**src/logic/pag_defines.svh**
```systemverilog
/*
  register indices, reset values and field positions of the port a block.
  assumes a 32-bit axi4-lite bus; byte address is four times the index.
*/
`ifndef PAG_DEFINES_SVH
`define PAG_DEFINES_SVH

`define PAG_IDX_EDGE 6'h0c
`define PAG_IDX_GATE 6'h0d
`define PAG_IDX_DATA 6'h10
`define PAG_IDX_DIR 6'h11
`define PAG_IDX_PU 6'h12
`define PAG_IDX_PD 6'h13
`define PAG_IDX_STAT 6'h14
`define PAG_IDX_MASK 6'h15

`define PAG_RST_PORT 8'h00
`define PAG_RST_GATE 8'hf9
`define PAG_RST_EDGE 2'h0
`define PAG_RST_EVT 2'h0

`define PAG_EVT_PIN 0
`define PAG_EVT_WAKE 1
`define PAG_IRQ_PIN_A 0
`define PAG_IRQ_PIN_B 5
`define PAG_SETTLE_CNT 2'h3

`define PAG_EDGE_BOTH 2'h0
`define PAG_EDGE_RISE 2'h1
`define PAG_EDGE_FALL 2'h2

`define PAG_RESP_OKAY 2'h0
`define PAG_RESP_SLVERR 2'h2

`endif

```
**src/logic/pag_pkg.sv**
```systemverilog
/*
  types shared by the port a block.
  assumes pag_defines.svh for the numbers.
*/
package pag_pkg;

  typedef enum logic [3:0] {
    PAG_REG_NONE,
    PAG_REG_EDGE,
    PAG_REG_GATE,
    PAG_REG_DATA,
    PAG_REG_DIR,
    PAG_REG_PU,
    PAG_REG_PD,
    PAG_REG_STAT,
    PAG_REG_MASK
  } pag_reg_t;

  typedef enum {
    PAG_WR_COLLECT,
    PAG_WR_RESP
  } pag_wr_t;

endpackage : pag_pkg

```
**src/logic/pag_pin_sync.sv**
```systemverilog
/*
  two-stage synchroniser for the eight port pins plus a history stage.
  assumes pins may change at any time relative to aclk.
*/
`timescale 1ns/1ps
module pag_pin_sync (
  // clock and reset
  input wire logic aclk,
  input wire logic aresetn,
  // pins
  input wire logic [7:0] pin_in,
  // synchronised levels
  output logic [7:0] pin_level,
  output logic [7:0] pin_prev
);

  logic [7:0] meta;

  genvar i;
  generate
    for (i = 0; i < 8; i++) begin : g_bit
      // first stage feeds only the second stage
      always_ff @(posedge aclk) begin
        if (!aresetn) begin
          meta[i] <= 1'b0;
          pin_level[i] <= 1'b0;
          pin_prev[i] <= 1'b0;
        end else begin
          meta[i] <= pin_in[i];
          pin_level[i] <= meta[i];
          pin_prev[i] <= pin_level[i];
        end
      end
    end
  endgenerate

endmodule : pag_pin_sync

```
**src/logic/pag_port_a.sv**
```systemverilog
/*
  eight-bit gpio port a with pin interrupt and wake events, axi4-lite slave.
  assumes one clock aclk, synchronous active-low reset, pads outside.
*/
// Contract
// - direction bit 1 output, 0 input, reset 0
// - port data register, reset 0, drives outputs
// - pull-up enable per pin, reset 0
// - pull-down enable per pin, reset 0
// - gate bits 7:6 enable input and wake
// - gate bit 5 enables input, wake, irq
// - gate bits 4:3 enable input and wake
// - gate bit 0 enables input, wake, irq
// - edge field: both, rising, falling, 11 none
// - qualifying edge sets sticky pin flag
// - pin flag reaches irq only when enabled
`timescale 1ns/1ps
`include "pag_defines.svh"
module pag_port_a (
  // clock and reset
  input wire logic aclk,
  input wire logic aresetn,
  // axi4-lite write address
  input wire logic [7:0] s_axi_awaddr,
  input wire logic s_axi_awvalid,
  output logic s_axi_awready,
  // axi4-lite write data
  input wire logic [31:0] s_axi_wdata,
  input wire logic [3:0] s_axi_wstrb,
  input wire logic s_axi_wvalid,
  output logic s_axi_wready,
  // axi4-lite write response
  output logic [1:0] s_axi_bresp,
  output logic s_axi_bvalid,
  input wire logic s_axi_bready,
  // axi4-lite read address
  input wire logic [7:0] s_axi_araddr,
  input wire logic s_axi_arvalid,
  output logic s_axi_arready,
  // axi4-lite read data
  output logic [31:0] s_axi_rdata,
  output logic [1:0] s_axi_rresp,
  output logic s_axi_rvalid,
  input wire logic s_axi_rready,
  // pads
  input wire logic [7:0] pin_in,
  output logic [7:0] pin_out,
  output logic [7:0] pin_oe,
  output logic [7:0] pin_pullup_en,
  output logic [7:0] pin_pulldown_en,
  // events
  output logic wake_event,
  output logic irq
);

  function automatic pag_pkg::pag_reg_t reg_decode(input logic [7:0] addr);
    if (addr[1:0] != 2'h0) begin
      return pag_pkg::PAG_REG_NONE;
    end
    case (addr[7:2])
      `PAG_IDX_EDGE: return pag_pkg::PAG_REG_EDGE;
      `PAG_IDX_GATE: return pag_pkg::PAG_REG_GATE;
      `PAG_IDX_DATA: return pag_pkg::PAG_REG_DATA;
      `PAG_IDX_DIR: return pag_pkg::PAG_REG_DIR;
      `PAG_IDX_PU: return pag_pkg::PAG_REG_PU;
      `PAG_IDX_PD: return pag_pkg::PAG_REG_PD;
      `PAG_IDX_STAT: return pag_pkg::PAG_REG_STAT;
      `PAG_IDX_MASK: return pag_pkg::PAG_REG_MASK;
      default: return pag_pkg::PAG_REG_NONE;
    endcase
  endfunction : reg_decode

  function automatic logic edge_hit(input logic prev, input logic cur, input logic [1:0] sel);
    case (sel)
      `PAG_EDGE_BOTH: return prev ^ cur;
      `PAG_EDGE_RISE: return !prev && cur;
      `PAG_EDGE_FALL: return prev && !cur;
      default: return 1'b0;
    endcase
  endfunction : edge_hit

  logic [7:0] pin_level;
  logic [7:0] pin_prev;
  logic [7:0] gate;
  logic [1:0] edge_sel;
  logic [1:0] status;
  logic [1:0] mask;
  logic [7:0] in_en;
  logic [7:0] wake_mask;
  logic [7:0] toggles;
  logic hit_a;
  logic hit_b;
  logic [1:0] evt_set;
  logic [1:0] next_status;
  logic [7:0] data_view;

  pag_pin_sync u_sync (
    .aclk(aclk),
    .aresetn(aresetn),
    .pin_in(pin_in),
    .pin_level(pin_level),
    .pin_prev(pin_prev)
  );

  // write path
  pag_pkg::pag_wr_t wr_state;
  logic aw_held;
  logic w_held;
  logic [7:0] aw_addr_q;
  logic [31:0] w_data_q;
  logic w_strb0_q;
  logic wr_fire;
  logic next_aw_held;
  logic next_w_held;
  pag_pkg::pag_reg_t wr_sel;

  assign wr_fire = aw_held && w_held && (wr_state == pag_pkg::PAG_WR_COLLECT);
  assign wr_sel = reg_decode(aw_addr_q);
  assign next_aw_held = aw_held ? !wr_fire : (s_axi_awvalid && s_axi_awready);
  assign next_w_held = w_held ? !wr_fire : (s_axi_wvalid && s_axi_wready);

  always_ff @(posedge aclk) begin
    if (!aresetn) begin
      aw_held <= 1'b0;
      w_held <= 1'b0;
      s_axi_awready <= 1'b0;
      s_axi_wready <= 1'b0;
    end else begin
      aw_held <= next_aw_held;
      w_held <= next_w_held;
      s_axi_awready <= !next_aw_held;
      s_axi_wready <= !next_w_held;
    end
  end

  always_ff @(posedge aclk) begin
    if (!aresetn) begin
      aw_addr_q <= 8'h00;
      w_data_q <= 32'h0000_0000;
      w_strb0_q <= 1'b0;
    end else begin
      if (s_axi_awvalid && s_axi_awready) begin
        aw_addr_q <= s_axi_awaddr;
      end
      if (s_axi_wvalid && s_axi_wready) begin
        w_data_q <= s_axi_wdata;
        w_strb0_q <= s_axi_wstrb[0];
      end
    end
  end

  // response only after both halves are in hand
  always_ff @(posedge aclk) begin
    if (!aresetn) begin
      wr_state <= pag_pkg::PAG_WR_COLLECT;
      s_axi_bvalid <= 1'b0;
      s_axi_bresp <= `PAG_RESP_OKAY;
    end else begin
      case (wr_state)
        pag_pkg::PAG_WR_COLLECT: begin
          if (wr_fire) begin
            wr_state <= pag_pkg::PAG_WR_RESP;
            s_axi_bvalid <= 1'b1;
            s_axi_bresp <= (wr_sel == pag_pkg::PAG_REG_NONE) ? `PAG_RESP_SLVERR
                                                              : `PAG_RESP_OKAY;
          end
        end
        pag_pkg::PAG_WR_RESP: begin
          if (s_axi_bready) begin
            wr_state <= pag_pkg::PAG_WR_COLLECT;
            s_axi_bvalid <= 1'b0;
          end
        end
        default: begin
          wr_state <= pag_pkg::PAG_WR_COLLECT;
          s_axi_bvalid <= 1'b0;
        end
      endcase
    end
  end

  // port configuration registers
  always_ff @(posedge aclk) begin
    if (!aresetn) begin
      pin_out <= `PAG_RST_PORT;
      pin_oe <= `PAG_RST_PORT;
      pin_pullup_en <= `PAG_RST_PORT;
      pin_pulldown_en <= `PAG_RST_PORT;
    end else if (wr_fire && w_strb0_q) begin
      case (wr_sel)
        pag_pkg::PAG_REG_DATA: pin_out <= w_data_q[7:0];
        pag_pkg::PAG_REG_DIR: pin_oe <= w_data_q[7:0];
        pag_pkg::PAG_REG_PU: pin_pullup_en <= w_data_q[7:0];
        pag_pkg::PAG_REG_PD: pin_pulldown_en <= w_data_q[7:0];
        default: begin
        end
      endcase
    end
  end

  // write-only gate and edge registers; reserved bits are not stored
  always_ff @(posedge aclk) begin
    if (!aresetn) begin
      gate <= `PAG_RST_GATE;
      edge_sel <= `PAG_RST_EDGE;
    end else if (wr_fire && w_strb0_q) begin
      if (wr_sel == pag_pkg::PAG_REG_GATE) begin
        gate <= {w_data_q[7:3], 2'h0, w_data_q[0]};
      end
      if (wr_sel == pag_pkg::PAG_REG_EDGE) begin
        edge_sel <= w_data_q[1:0];
      end
    end
  end

  // edges wait until the history stage holds real levels; earlier toggles are lost
  logic [1:0] settle_cnt;
  logic settled;
  always_ff @(posedge aclk) begin
    if (!aresetn) begin
      settle_cnt <= 2'h0;
    end else if (!settled) begin
      settle_cnt <= settle_cnt + 2'h1;
    end
  end
  assign settled = (settle_cnt == `PAG_SETTLE_CNT);

  // pins 2:1 have no gate bit, so their input is always on
  assign in_en = {gate[7:3], 2'h3, gate[0]};
  assign wake_mask = {gate[7:3], 2'h0, gate[0]};
  assign toggles = (pin_level ^ pin_prev) & wake_mask & {8{settled}};
  assign hit_a = settled && in_en[`PAG_IRQ_PIN_A] && edge_hit(pin_prev[`PAG_IRQ_PIN_A],
    pin_level[`PAG_IRQ_PIN_A], edge_sel);
  assign hit_b = settled && in_en[`PAG_IRQ_PIN_B] && edge_hit(pin_prev[`PAG_IRQ_PIN_B],
    pin_level[`PAG_IRQ_PIN_B], edge_sel);
  assign evt_set = {|toggles, hit_a || hit_b};

  // read path
  logic rd_fire;
  logic stat_clr;
  pag_pkg::pag_reg_t rd_sel;

  assign rd_fire = s_axi_arvalid && s_axi_arready;
  assign rd_sel = reg_decode(s_axi_araddr);
  assign stat_clr = rd_fire && (rd_sel == pag_pkg::PAG_REG_STAT);
  // a gated input reads as zero rather than floating
  assign data_view = (pin_out & pin_oe) | (pin_level & ~pin_oe & in_en);

  always_ff @(posedge aclk) begin
    if (!aresetn) begin
      s_axi_arready <= 1'b0;
      s_axi_rvalid <= 1'b0;
      s_axi_rdata <= 32'h0000_0000;
      s_axi_rresp <= `PAG_RESP_OKAY;
    end else if (rd_fire) begin
      s_axi_arready <= 1'b0;
      s_axi_rvalid <= 1'b1;
      s_axi_rresp <= (rd_sel == pag_pkg::PAG_REG_NONE) ? `PAG_RESP_SLVERR : `PAG_RESP_OKAY;
      case (rd_sel)
        pag_pkg::PAG_REG_DATA: s_axi_rdata <= {24'h000000, data_view};
        pag_pkg::PAG_REG_DIR: s_axi_rdata <= {24'h000000, pin_oe};
        pag_pkg::PAG_REG_PU: s_axi_rdata <= {24'h000000, pin_pullup_en};
        pag_pkg::PAG_REG_PD: s_axi_rdata <= {24'h000000, pin_pulldown_en};
        pag_pkg::PAG_REG_STAT: s_axi_rdata <= {30'h0, status};
        pag_pkg::PAG_REG_MASK: s_axi_rdata <= {30'h0, mask};
        default: s_axi_rdata <= 32'h0000_0000;
      endcase
    end else if (s_axi_rvalid) begin
      if (s_axi_rready) begin
        s_axi_rvalid <= 1'b0;
        s_axi_arready <= 1'b1;
      end
    end else begin
      s_axi_arready <= 1'b1;
    end
  end

  // sticky events; a set in the clearing cycle survives
  assign next_status = (status & ~{2{stat_clr}}) | evt_set;

  always_ff @(posedge aclk) begin
    if (!aresetn) begin
      status <= `PAG_RST_EVT;
    end else begin
      status <= next_status;
    end
  end

  always_ff @(posedge aclk) begin
    if (!aresetn) begin
      mask <= `PAG_RST_EVT;
    end else if (wr_fire && w_strb0_q && (wr_sel == pag_pkg::PAG_REG_MASK)) begin
      mask <= w_data_q[1:0];
    end
  end

  always_ff @(posedge aclk) begin
    if (!aresetn) begin
      irq <= 1'b0;
      wake_event <= 1'b0;
    end else begin
      irq <= |(next_status & mask);
      wake_event <= |toggles;
    end
  end
endmodule : pag_port_a

```
**config.mk**
```make
export PLATFORM = sky130hd
export DESIGN_NAME = pag_port_a
export DESIGN_NICKNAME = d
export VERILOG_FILES = /design/src/logic/pag_pkg.sv /design/src/logic/pag_pin_sync.sv /design/src/logic/pag_port_a.sv
export VERILOG_INCLUDE_DIRS = /design/src /design/src/logic
export SDC_FILE = /design/constraint.sdc
export NUM_CORES = 1
export LEC_CHECK = 0
export BUFFER_PORTS_ARGS = -buffer_cell sky130_fd_sc_hd__buf_2
export CAP_MARGIN = 20
export CORE_ASPECT_RATIO = 1.2
export CORE_MARGIN = 8
export CORE_UTILIZATION = 58
export CTS_BUF_LIST = sky130_fd_sc_hd__clkbuf_8
export CTS_CLUSTER_DIAMETER = 80
export DETAILED_ROUTE_END_ITERATION = 8
export GPL_TIMING_DRIVEN = 0
export HOLD_SLACK_MARGIN = 0.02
export PLACE_DENSITY = 0.88
export SYNTH_ARGS = -nofsm -noshare
export SYNTH_HDL_FRONTEND = slang
export SYNTH_HIERARCHICAL = 1
export SYNTH_SLANG_ARGS = --single-unit
```
**constraint.sdc**
```tcl
create_clock -name aclk -period 3 [get_ports aclk]
set_input_delay 0.45 -clock aclk [delete_from_list [all_inputs] [get_ports aclk]]
set_output_delay 0.45 -clock aclk [all_outputs]
set_load 0.02 [all_outputs]
```
==> metrics.txt, run 1 <==
WL final 12.0 mm; # diodes 0; first-pass GRT wire length 19.7 mm; final-report setup violation count 0; Syn Std Cell Area 0.00476 sq mm; CTS resizes 0; element type at the critical path start register; Slew @ Worst Pin 0.791 ns; Hold WC Path Type input port to register; run status finished clean; Crit. End Element register; Max Cap Viol 0; Worst-Skew Late Latency 0.37 ns; H-tree lvl count 3; DP Wirelength 9.53 mm; # port buffers 87; Die Y 115 um; Tcrit/Tclk final 0.745; post-route setup TNS 0 ns; Initial DRC Count 248; share of post-route cells with drive strength above 1 0.271; WP data arrival 2.48 ns; GPL Wtd Cong 0.928; Slew headroom 0.472; Final Net Count 705; Worst Setup SP s_axi_bvalid; FILL cells 621; Die Area 0.0114 sq mm; Ys Warns 6; Final Non-Filler Cells 727; Top Usage Layer GRT met2; VDD IR max 0.370 mV; Cells after DPL 711; initial antenna violation count 0; Max FO, Critical Path 8; postcts setup bufs 0; Slew Viols, Final 0; PD cells 461 mW/mm^2; Post-Synthesis Cells 504; io pins 142; Area Growth Syn to Fin 17.3%; WS Path Type register to register; fin crit period 2.23 ns; Sink Count 108; DIE WIDTH 98.7 um; Clock Root Buffer clkbuf_8; drt wl/cell 16.5 um; vias in the first global route 4117; CP required 3.25 ns; num rows 36; GRT met1 Usage 0.224; Remaining DRCs 0; hold_sp pin_in[6]; TritonRoute pass-1 iters 5; GRT met3 Usage 0.0466; RSZ-0062 raised after global routing no; Hold Vio Cnt, Final 0; via count 4053; Tot GR Track Use 0.215; grt met2 use 0.385; fmax 447 MHz; Leak 2.38 nW; Starting Density 0.590; Vias/cell 5.57; Synth Area per Inst 9.45 sq um; start of the worst register-to-register path s_axi_bvalid; number of CTS-inserted buffers 9; total grt overflow 0; post-route ant nets 0; # hold bufs at CTS 0; CTS Buffer Depth 2; largest net degree at the start of global routing 19; clock slew at reported path FFs 0.10 ns; Placeable Area 0.00806 sq mm; CTS tree built; clock skew 0.0106 ns
[state kept, by name, indices dropped and copies added (netlist names), 6 cells and up, named ones only]
| register | count |
|---|---|
| w_data_q | 8 |
| pin_pullup_en | 8 |
| u_sync/meta | 8 |
| u_sync/pin_prev | 6 |
| pin_out | 8 |
| pin_pulldown_en | 8 |
| u_sync/pin_level | 8 |
| gate | 6 |
| pin_oe | 8 |
| s_axi_rdata | 8 |
| aw_addr_q | 8 |
[layer usage]
layer | share of wire | vias up
met5 | 0 | -
met4 | 0.037 | 0
met3 | 0.066 | 39
met2 | 0.51 | 186
met1 | 0.39 | 1891
li1 | - | 1937
[worst paths after layout]
check,end,slack [ns],depth (start not counted)
setup / recovery,pin_pullup_en[3],0.77,6
hold / removal,u_sync/meta[6],0.28,2
setup reg to reg,pin_pullup_en[3],0.77,6
hold reg to reg,u_sync/pin_level[7],0.44,1
[cell type report]
cell class | instances | area [sq um] | share of cell area
Multi-Input combinational cell | 367 | 2370 | 0.424
Sequential cell | 108 | 2160 | 0.387
Timing Repair Buffer | 87 | 435 | 0.0780
Buffer | 39 | 268 | 0.0479
Clock buffer | 9 | 124 | 0.0222
Tap cell | 95 | 119 | 0.0213
Inverter | 15 | 56.3 | 0.0101
Clock inverter | 7 | 51.3 | 0.00919
[cells in the final DEF (no fill, tap or decap), types with 6 or more instances in the layout]
cell type	count
and2_1	9
nand3_1	14
a2bb2oi_1	6
ha_1	11
clkbuf_8	9
and2_2	17
nor3_1	7
a22oi_1	14
dfxtp_1	108
o21ai_0	23
buf_2	88
inv_1	14
nor2_1	55
clkbuf_1	8
a21oi_1	26
nand2_1	50
buf_4	26
mux2i_1	45
conb_1	26
[stage by stage]
| step | utilization | power (mW) | hold WS, ns | worst slack [ns] | instance area (sq um) |
|---|---|---|---|---|---|
| 3_5_place_dp | 0.671 | 1.82 | 0.417 | 0.526 | 5410 |
| 5_1_grt | 0.693 | 2.67 | 0.280 | 0.593 | 5580 |
| 2_1_floorplan | - | 1.73 | 0.412 | 0.921 | 4850 |
| 4_1_cts | 0.693 | 2.58 | 0.267 | 0.752 | 5580 |
| 3_3_place_gp | 0.671 | 1.80 | 0.421 | 0.568 | 5410 |
| 6_report | 0.693 | 2.57 | 0.281 | 0.765 | 5580 |
[power breakdown]
group / internal (mW) / switching, mW
registers: 1.48 / 0.0331
logic: 0.113 / 0.168
clock network: 0.302 / 0.482
total: 1.89 / 0.683
[critical path, stage by stage (launching register included)]
cell and delay (ns):
dfxtp_1 0.35, nand3b_1 0.22, nor4_4 0.26, nand4b_1 0.33
nor2_2 0.59, mux2i_1 0.29, nor2_1 0.07
(Power assumes the default switching activity.)
==> inputs of run 2 (changes only) <==
--- a/config.mk
+++ b/config.mk
@@ -6,17 +6,18 @@
 export SDC_FILE = /design/constraint.sdc
 export NUM_CORES = 1
 export LEC_CHECK = 0
+export ABC_AREA = 1
 export BUFFER_PORTS_ARGS = -buffer_cell sky130_fd_sc_hd__buf_2
 export CAP_MARGIN = 20
 export CORE_ASPECT_RATIO = 1.2
 export CORE_MARGIN = 8
-export CORE_UTILIZATION = 58
+export CORE_UTILIZATION = 48
 export CTS_BUF_LIST = sky130_fd_sc_hd__clkbuf_8
 export CTS_CLUSTER_DIAMETER = 80
 export DETAILED_ROUTE_END_ITERATION = 8
 export GPL_TIMING_DRIVEN = 0
 export HOLD_SLACK_MARGIN = 0.02
-export PLACE_DENSITY = 0.88
+export PLACE_DENSITY = 0.78
 export SYNTH_ARGS = -nofsm -noshare
 export SYNTH_HDL_FRONTEND = slang
 export SYNTH_HIERARCHICAL = 1
==> constraint.sdc (replaced) <==
create_clock -name aclk -period 1.8 [get_ports aclk]
set_input_delay 0.27 -clock aclk [delete_from_list [all_inputs] [get_ports aclk]]
set_output_delay 0.27 -clock aclk [all_outputs]
set_load 0.02 [all_outputs]
==> run 2 against run 1 <==
Net effect: critical path depth is 4 higher; final area is 3.9% higher; flip-flop and latch count is the same; maximum frequency grew 32%; non-clock buffer count is 6 higher; critical path type unchanged; largest cell class unchanged; largest power group unchanged.
==> metrics.txt, run 2 <==
CP required 2.07 ns (was 3.25 ns); WP data arrival 1.96 ns (was 2.48 ns); via count 4375 (was 4053); Remaining DRCs 0 (unchanged); Slew Viols, Final 0 (unchanged); # diodes 0 (unchanged); critical path's top delay family simple AND/OR/NAND/NOR gates (unchanged); first-pass GRT wire length 19.8 mm (was 19.7 mm); Hold Vio Cnt, Final 0 (unchanged); Crit. End Element register (unchanged); Slowest cell on crit path dfxtp_1 (was nor2_2); Cells after DPL 890 (was 711); Ys Warns 6 (unchanged); Worst-Skew Late Latency 0.37 ns (about the same); Max FO, Critical Path 10 (was 8); share of post-route cells with drive strength above 1 0.221 (was 0.271); run status finished clean (unchanged); clock slew at reported path FFs 0.11 ns (was 0.10 ns); P_int 3.23 mW (was 1.89 mW); post-route setup TNS 0 ns (unchanged); total grt overflow 0 (unchanged); VDD IR max 0.446 mV (was 0.370 mV); Starting Density 0.487 (was 0.590); Final Non-Filler Cells 908 (was 727); WL final 12.5 mm (was 12.0 mm); Placeable Area 0.00991 sq mm (was 0.00806 sq mm); DIE WIDTH 108 um (was 98.7 um); most frequent cells in the layout 109 x nand2_1, 108 x dfxtp_1, 90 x inv_1 (was 108 x dfxtp_1, 88 x buf_2, 55 x nor2_1); WS Path Type register to register (unchanged); Vias/cell 4.82 (was 5.57); Synth Area per Inst 7.41 sq um (was 9.45 sq um); fin crit period 1.69 ns (was 2.23 ns); H-tree lvl count 3 (unchanged); Tot GR Track Use 0.179 (was 0.215); Die Area 0.0135 sq mm (was 0.0114 sq mm); Slew headroom 0.542 (was 0.472); Initial DRC Count 253 (was 248); io pins 142 (unchanged); element type at the critical path start register (unchanged); Final Net Count 855 (was 705); Sw Pwr 1.27 mW (was 683 uW); max incr delay on CP 0.33 ns (was 0.59 ns); final worst slack 0.113 ns (was 0.765 ns); Syn Std Cell Area 0.00483 sq mm (was 0.00476 sq mm); Hold WC Path Type input port to register (unchanged); post-route ant nets 0 (unchanged); Tcrit/Tclk final 0.937 (was 0.745); number of CTS-inserted buffers 9 (unchanged); clock skew 0.0123 ns (was 0.0106 ns); CP cell instances inv_1 > nor2_1 > nand2_1 > inv_2 > nand2_2 > nor3_4 > nand2_4 > buf_4 > o21ai_0 > a21oi_1 (was nand3b_1 > nor4_4 > nand4b_1 > nor2_2 > mux2i_1 > nor2_1); commonest non-fill, non-tap cell in the layout nand2_1 (was dfxtp_1); final-report setup violation count 0 (unchanged); CP Buf/Inv Count 3 (was 0); Sink Count 108 (unchanged); # port buffers 88 (was 87); Post-Synthesis Cells 651 (was 504); FILL cells 948 (was 621); Leak 2.93 nW (was 2.38 nW); Area Growth Syn to Fin 20.1% (was 17.3%); PD cells 776 mW/mm^2 (was 461 mW/mm^2); vias in the first global route 4124 (was 4117); Max Cap Viol 0 (unchanged); Die Y 126 um (was 115 um); Comb pwr share 0.114 (was 0.109); TritonRoute pass-1 iters 5 (unchanged); initial antenna violation count 0 (unchanged); CTS tree built (unchanged); DP Wirelength 9.73 mm (was 9.53 mm); num rows 40 (was 36); Switching Fraction 0.283 (was 0.265); GPL Wtd Cong 0.890 (was 0.928); Slew @ Worst Pin 0.684 ns (was 0.791 ns); drt wl/cell 13.7 um (was 16.5 um); Seq pwr share 0.563 (was 0.586); CTS Buffer Depth 2 (unchanged); Clk network pwr share 0.323 (was 0.305); fmax 593 MHz (was 447 MHz); dpl ws -0.243 ns (was 0.526 ns); Clock Root Buffer clkbuf_8 (unchanged); Layout Utilization 0.585 (was 0.693); largest net degree at the start of global routing 20 (was 19)
run 2: cell types whose count changed in the layout (fill, tap and decap cells not counted), sizes merged, moves of 5 or more:
| cell | before | now |
|---|---|---|
| nand2 | 51 | 118 |
| and2 | 26 | 0 |
| o21ai | 24 | 73 |
| nand2b | 6 | 0 |
| nor2 | 58 | 80 |
| buf | 118 | 123 |
| a21oi | 26 | 49 |
| inv | 16 | 95 |
| nand3 | 14 | 50 |
| mux2i | 45 | 0 |
| a2bb2oi | 6 | 0 |
| a22oi | 14 | 0 |
run 2: path summary, 6_finish.rpt:
| kind | cells past startpoint | end | slack, ns | from |
|---|---|---|---|---|
| worst max-delay path | 10 | pin_pulldown_en[7] | 0.11 | w_held |
| worst max register to register | 10 | pin_pulldown_en[7] | 0.11 | w_held |
| worst min register to register | 2 | u_sync/pin_level[2] | 0.42 | u_sync/meta[2] |
| worst min-delay path | 3 | u_sync/meta[4] | 0.06 | pin_in[4] |
run 2: repair_timing:
action / CTS / global route
resized for setup: 4 / 25
setup buffers: 0 / 3
pin swaps: 1 / 4
endpoints found under the setup margin: 8 / 35
hold buffers: 0 / 0
endpoints found under the hold margin: 0 / 0
run 2: per-layer routing:
metal,global-route usage,vias up,part of all wire
met1,0.199,1959,0.41
li1,-,2276,-
met2,0.322,127,0.51
met3,0.0393,13,0.066
met4,0.0646,0,0.016
met5,0,-,0
run 2: layout make-up:
| type | instances | area [sq um] | share of cell area |
|---|---|---|---|
| Timing Repair Buffer | 91 | 463 | 0.0798 |
| Buffer | 41 | 279 | 0.0481 |
| Multi-Input combinational cell | 431 | 2180 | 0.376 |
| Clock inverter | 6 | 56.3 | 0.00971 |
| Sequential cell | 108 | 2160 | 0.373 |
| Clock buffer | 10 | 138 | 0.0237 |
| Tap cell | 126 | 158 | 0.0272 |
| Inverter | 95 | 363 | 0.0626 |
run 2: power groups by stage:
stage	clock network (mW)	registers (mW)	logic, mW
2_1_floorplan	0	2.58	0.341
3_3_place_gp	0	2.58	0.475
3_5_place_dp	0	2.58	0.491
4_1_cts	1.49	2.53	0.496
5_1_grt	1.57	2.54	0.571
6_report	1.45	2.53	0.513
run 2: through the flow:
step	cell area, sq um	total power [mW]	hold WS [ns]
5_1_grt	5800	4.69	0.0542
6_report	5800	4.50	0.0635
3_3_place_gp	5520	3.05	0.392
3_5_place_dp	5520	3.07	0.400
4_1_cts	5730	4.51	0.0476
2_1_floorplan	4920	2.92	0.363
run 2: worst reg2reg max path: cells and delay by family, from the launching register on:
kind / cells / cell delay [ns]
AOI/OAI and AO/OA: 2 / 0.22
buffers and inverters: 3 / 0.33
DFF: 1 / 0.33
and+or+nand+nor: 5 / 0.73
==> inputs of run 3 (changes only) <==
--- a/config.mk
+++ b/config.mk
@@ -11,13 +11,13 @@
 export CAP_MARGIN = 20
 export CORE_ASPECT_RATIO = 1.2
 export CORE_MARGIN = 8
-export CORE_UTILIZATION = 48
+export CORE_UTILIZATION = 40
 export CTS_BUF_LIST = sky130_fd_sc_hd__clkbuf_8
 export CTS_CLUSTER_DIAMETER = 80
 export DETAILED_ROUTE_END_ITERATION = 8
 export GPL_TIMING_DRIVEN = 0
 export HOLD_SLACK_MARGIN = 0.02
-export PLACE_DENSITY = 0.78
+export PLACE_DENSITY = 0.67
 export SYNTH_ARGS = -nofsm -noshare
 export SYNTH_HDL_FRONTEND = slang
 export SYNTH_HIERARCHICAL = 1
==> run 3 against run 2 <==
Net effect: core utilization fell by 9.7 points; largest power group unchanged; critical path type unchanged; combinational power fell by 2%; clock-buffer cell count did not move; highest routed layer unchanged; setup slack got worse by 0.017 ns; global-route usage fell by 2.1 points; non-clock buffer count fell by 1; total power rose by 0.12%; register-to-register slack got worse by 0.02 ns.
==> metrics.txt, run 3 (synthesis gave the netlist of run 2 again) <==
post-route setup TNS 0 ns (unchanged); vias in the first global route 3954 (was 4124); dpl ws -0.276 ns (was -0.243 ns); Slew headroom 0.571 (was 0.542); Crit. End Element register (unchanged); commonest non-fill, non-tap cell in the layout nand2_1 (unchanged); H-tree lvl count 3 (unchanged); largest net degree at the start of global routing 17 (was 20); post-route ant nets 0 (unchanged); Worst-Skew Late Latency 0.37 ns (about the same); Sw Pwr 1.18 mW (was 1.27 mW); DIE WIDTH 116 um (was 108 um); Clock Root Buffer clkbuf_8 (unchanged); FF-to-FF End pin_pulldown_en[7] (unchanged); GPL Wtd Cong 0.871 (was 0.890); TritonRoute pass-1 iters 5 (unchanged); clock skew 0.0154 ns (was 0.0123 ns); WL final 12.4 mm (was 12.5 mm); grt met2 use 0.265 (was 0.322); PD cells 772 mW/mm^2 (was 776 mW/mm^2); Clk network pwr share 0.326 (was 0.323); drt wl/cell 13.2 um (was 13.7 um); Worst Hold Slack 0.0729 ns (was 0.0635 ns); CTS tree built (unchanged); Layout Utilization 0.489 (was 0.585); Vias/cell 4.51 (was 4.82); initial antenna violation count 0 (unchanged); Slew Viols, Final 0 (unchanged); share of post-route cells with drive strength above 1 0.219 (was 0.221); # port buffers 88 (unchanged); clock slew at reported path FFs 0.10 ns (was 0.11 ns); WS Path Type register to register (unchanged); VDD IR max 0.342 mV (was 0.446 mV); Leak 2.94 nW (was 2.93 nW); Remaining DRCs 0 (unchanged); # hold bufs at CTS 0 (unchanged); Tot Pwr 4.51 mW (was 4.50 mW); number of CTS-inserted buffers 9 (unchanged); Initial DRC Count 261 (was 253); fin crit period 1.70 ns (was 1.69 ns); Starting Density 0.404 (was 0.487); total grt overflow 0 (unchanged); fmax 587 MHz (was 593 MHz); Max FO, Critical Path 10 (unchanged); Placeable Area 0.0119 sq mm (was 0.00991 sq mm); WP data arrival 1.97 ns (was 1.96 ns); Top Usage Layer GRT met2 (unchanged); cells on worst reg2reg path 10 (unchanged); most frequent cells in the layout 109 x nand2_1, 107 x dfxtp_1, 92 x inv_1 (was 109 x nand2_1, 108 x dfxtp_1, 90 x inv_1); Comb pwr share 0.111 (was 0.114); CP Capture Point pin_pulldown_en[7] (unchanged); # diodes 0 (unchanged); DP Wirelength 9.70 mm (was 9.73 mm); Seq pwr share 0.562 (was 0.563); via count 4247 (was 4375); Switching Fraction 0.262 (was 0.283); Worst Setup SP w_held (unchanged); final-report setup violation count 0 (unchanged); Reg2Reg Setup Slack 0.1 ns (was 0.11 ns); Tot GR Track Use 0.158 (was 0.179); element type at the critical path start register (unchanged); first-pass GRT wire length 19.6 mm (was 19.8 mm); Area Growth Syn to Fin 20.9% (was 20.1%); Hold WC Path Type input port to register (unchanged); Sink Count 108 (unchanged); Die Y 136 um (was 126 um); Die Area 0.0159 sq mm (was 0.0135 sq mm); P_int 3.33 mW (was 3.23 mW); Tcrit/Tclk final 0.947 (was 0.937); GRT met1 Usage 0.193 (was 0.199); num rows 44 (was 40); Slew @ Worst Pin 0.642 ns (was 0.684 ns); GRT met3 Usage 0.0347 (was 0.0393); final worst slack 0.0955 ns (was 0.113 ns); CP required 2.07 ns (about the same); run status finished clean (unchanged); CTS Buffer Depth 2 (unchanged); Max Cap Viol 0 (unchanged); io pins 142 (unchanged); start of the worst register-to-register path w_held (unchanged); Final Net Count 854 (was 855); Hold Vio Cnt, Final 0 (unchanged)
-- run 3: cell types whose count changed in the layout (fill, tap and decap cells not counted), sizes merged --
cell    delta
buf        -1
bufinv     +1
clkinv     -3
inv        +1
-- run 3: cell type report --
cell class,count,area (sq um)
Tap cell,161,201
Clock buffer,10,138
Clock inverter,5,53.8
Sequential cell,108,2160
Fill cell,1250,6110
Multi-Input combinational cell,431,2180
Buffer,42,295
Inverter,95,360
Timing Repair Buffer,89,448
-- run 3: repair_timing --
action	CTS	global route
pin swaps	1	4
buffers inserted	1	0
hold endpoints to repair	0	0
setup endpoints to repair	16	36
resized for setup	6	30
-- run 3: power groups by stage --
| stage | clock network (mW) | logic, mW | registers (mW) |
|---|---|---|---|
| 6_report | 1.47 | 0.502 | 2.53 |
| 5_1_grt | 1.60 | 0.566 | 2.54 |
| 4_1_cts | 1.50 | 0.493 | 2.53 |
| 3_5_place_dp | 0 | 0.488 | 2.58 |
| 3_3_place_gp | 0 | 0.483 | 2.58 |
| 2_1_floorplan | 0 | 0.341 | 2.58 |
-- run 3: how the worst min path moves through the flow --
stage                              start             endpoint  slack (ns)  depth (start not counted)
after floorplan                  aresetn       u_sync/meta[7]        0.36                          2
after global placement    u_sync/meta[3]  u_sync/pin_level[3]        0.39                          2
after detailed placement  u_sync/meta[6]  u_sync/pin_level[6]        0.40                          2
after CTS                      pin_in[5]       u_sync/meta[5]        0.06                          3
after global routing           pin_in[7]       u_sync/meta[7]        0.07                          3
final                          pin_in[7]       u_sync/meta[7]        0.07                          3
-- run 3: per-stage QoR --
step / instance area [sq um] / std cells
after floorplan: 4920 / 676
after global placement: 5560 / 925
after detailed placement: 5560 / 925
after CTS: 5780 / 941
after global routing: 5840 / 941
final: 5840 / 941
-- run 3: critical path, cell delays in order, from the launching register on --
cell and delay [ns]:
dfxtp_1 0.34, inv_1 0.05, nor2_2 0.10, nand2_2 0.09, inv_2 0.08, nand2_2 0.10
nor3_4 0.31, nand2_4 0.13, buf_4 0.19, o21ai_0 0.16, a21oi_1 0.05
-- run 3: per-layer routing --
metal,wire length (um),share of wire
met4,167,0.013
met2,5980,0.48
met3,820,0.066
met1,5470,0.44
met5,0,0
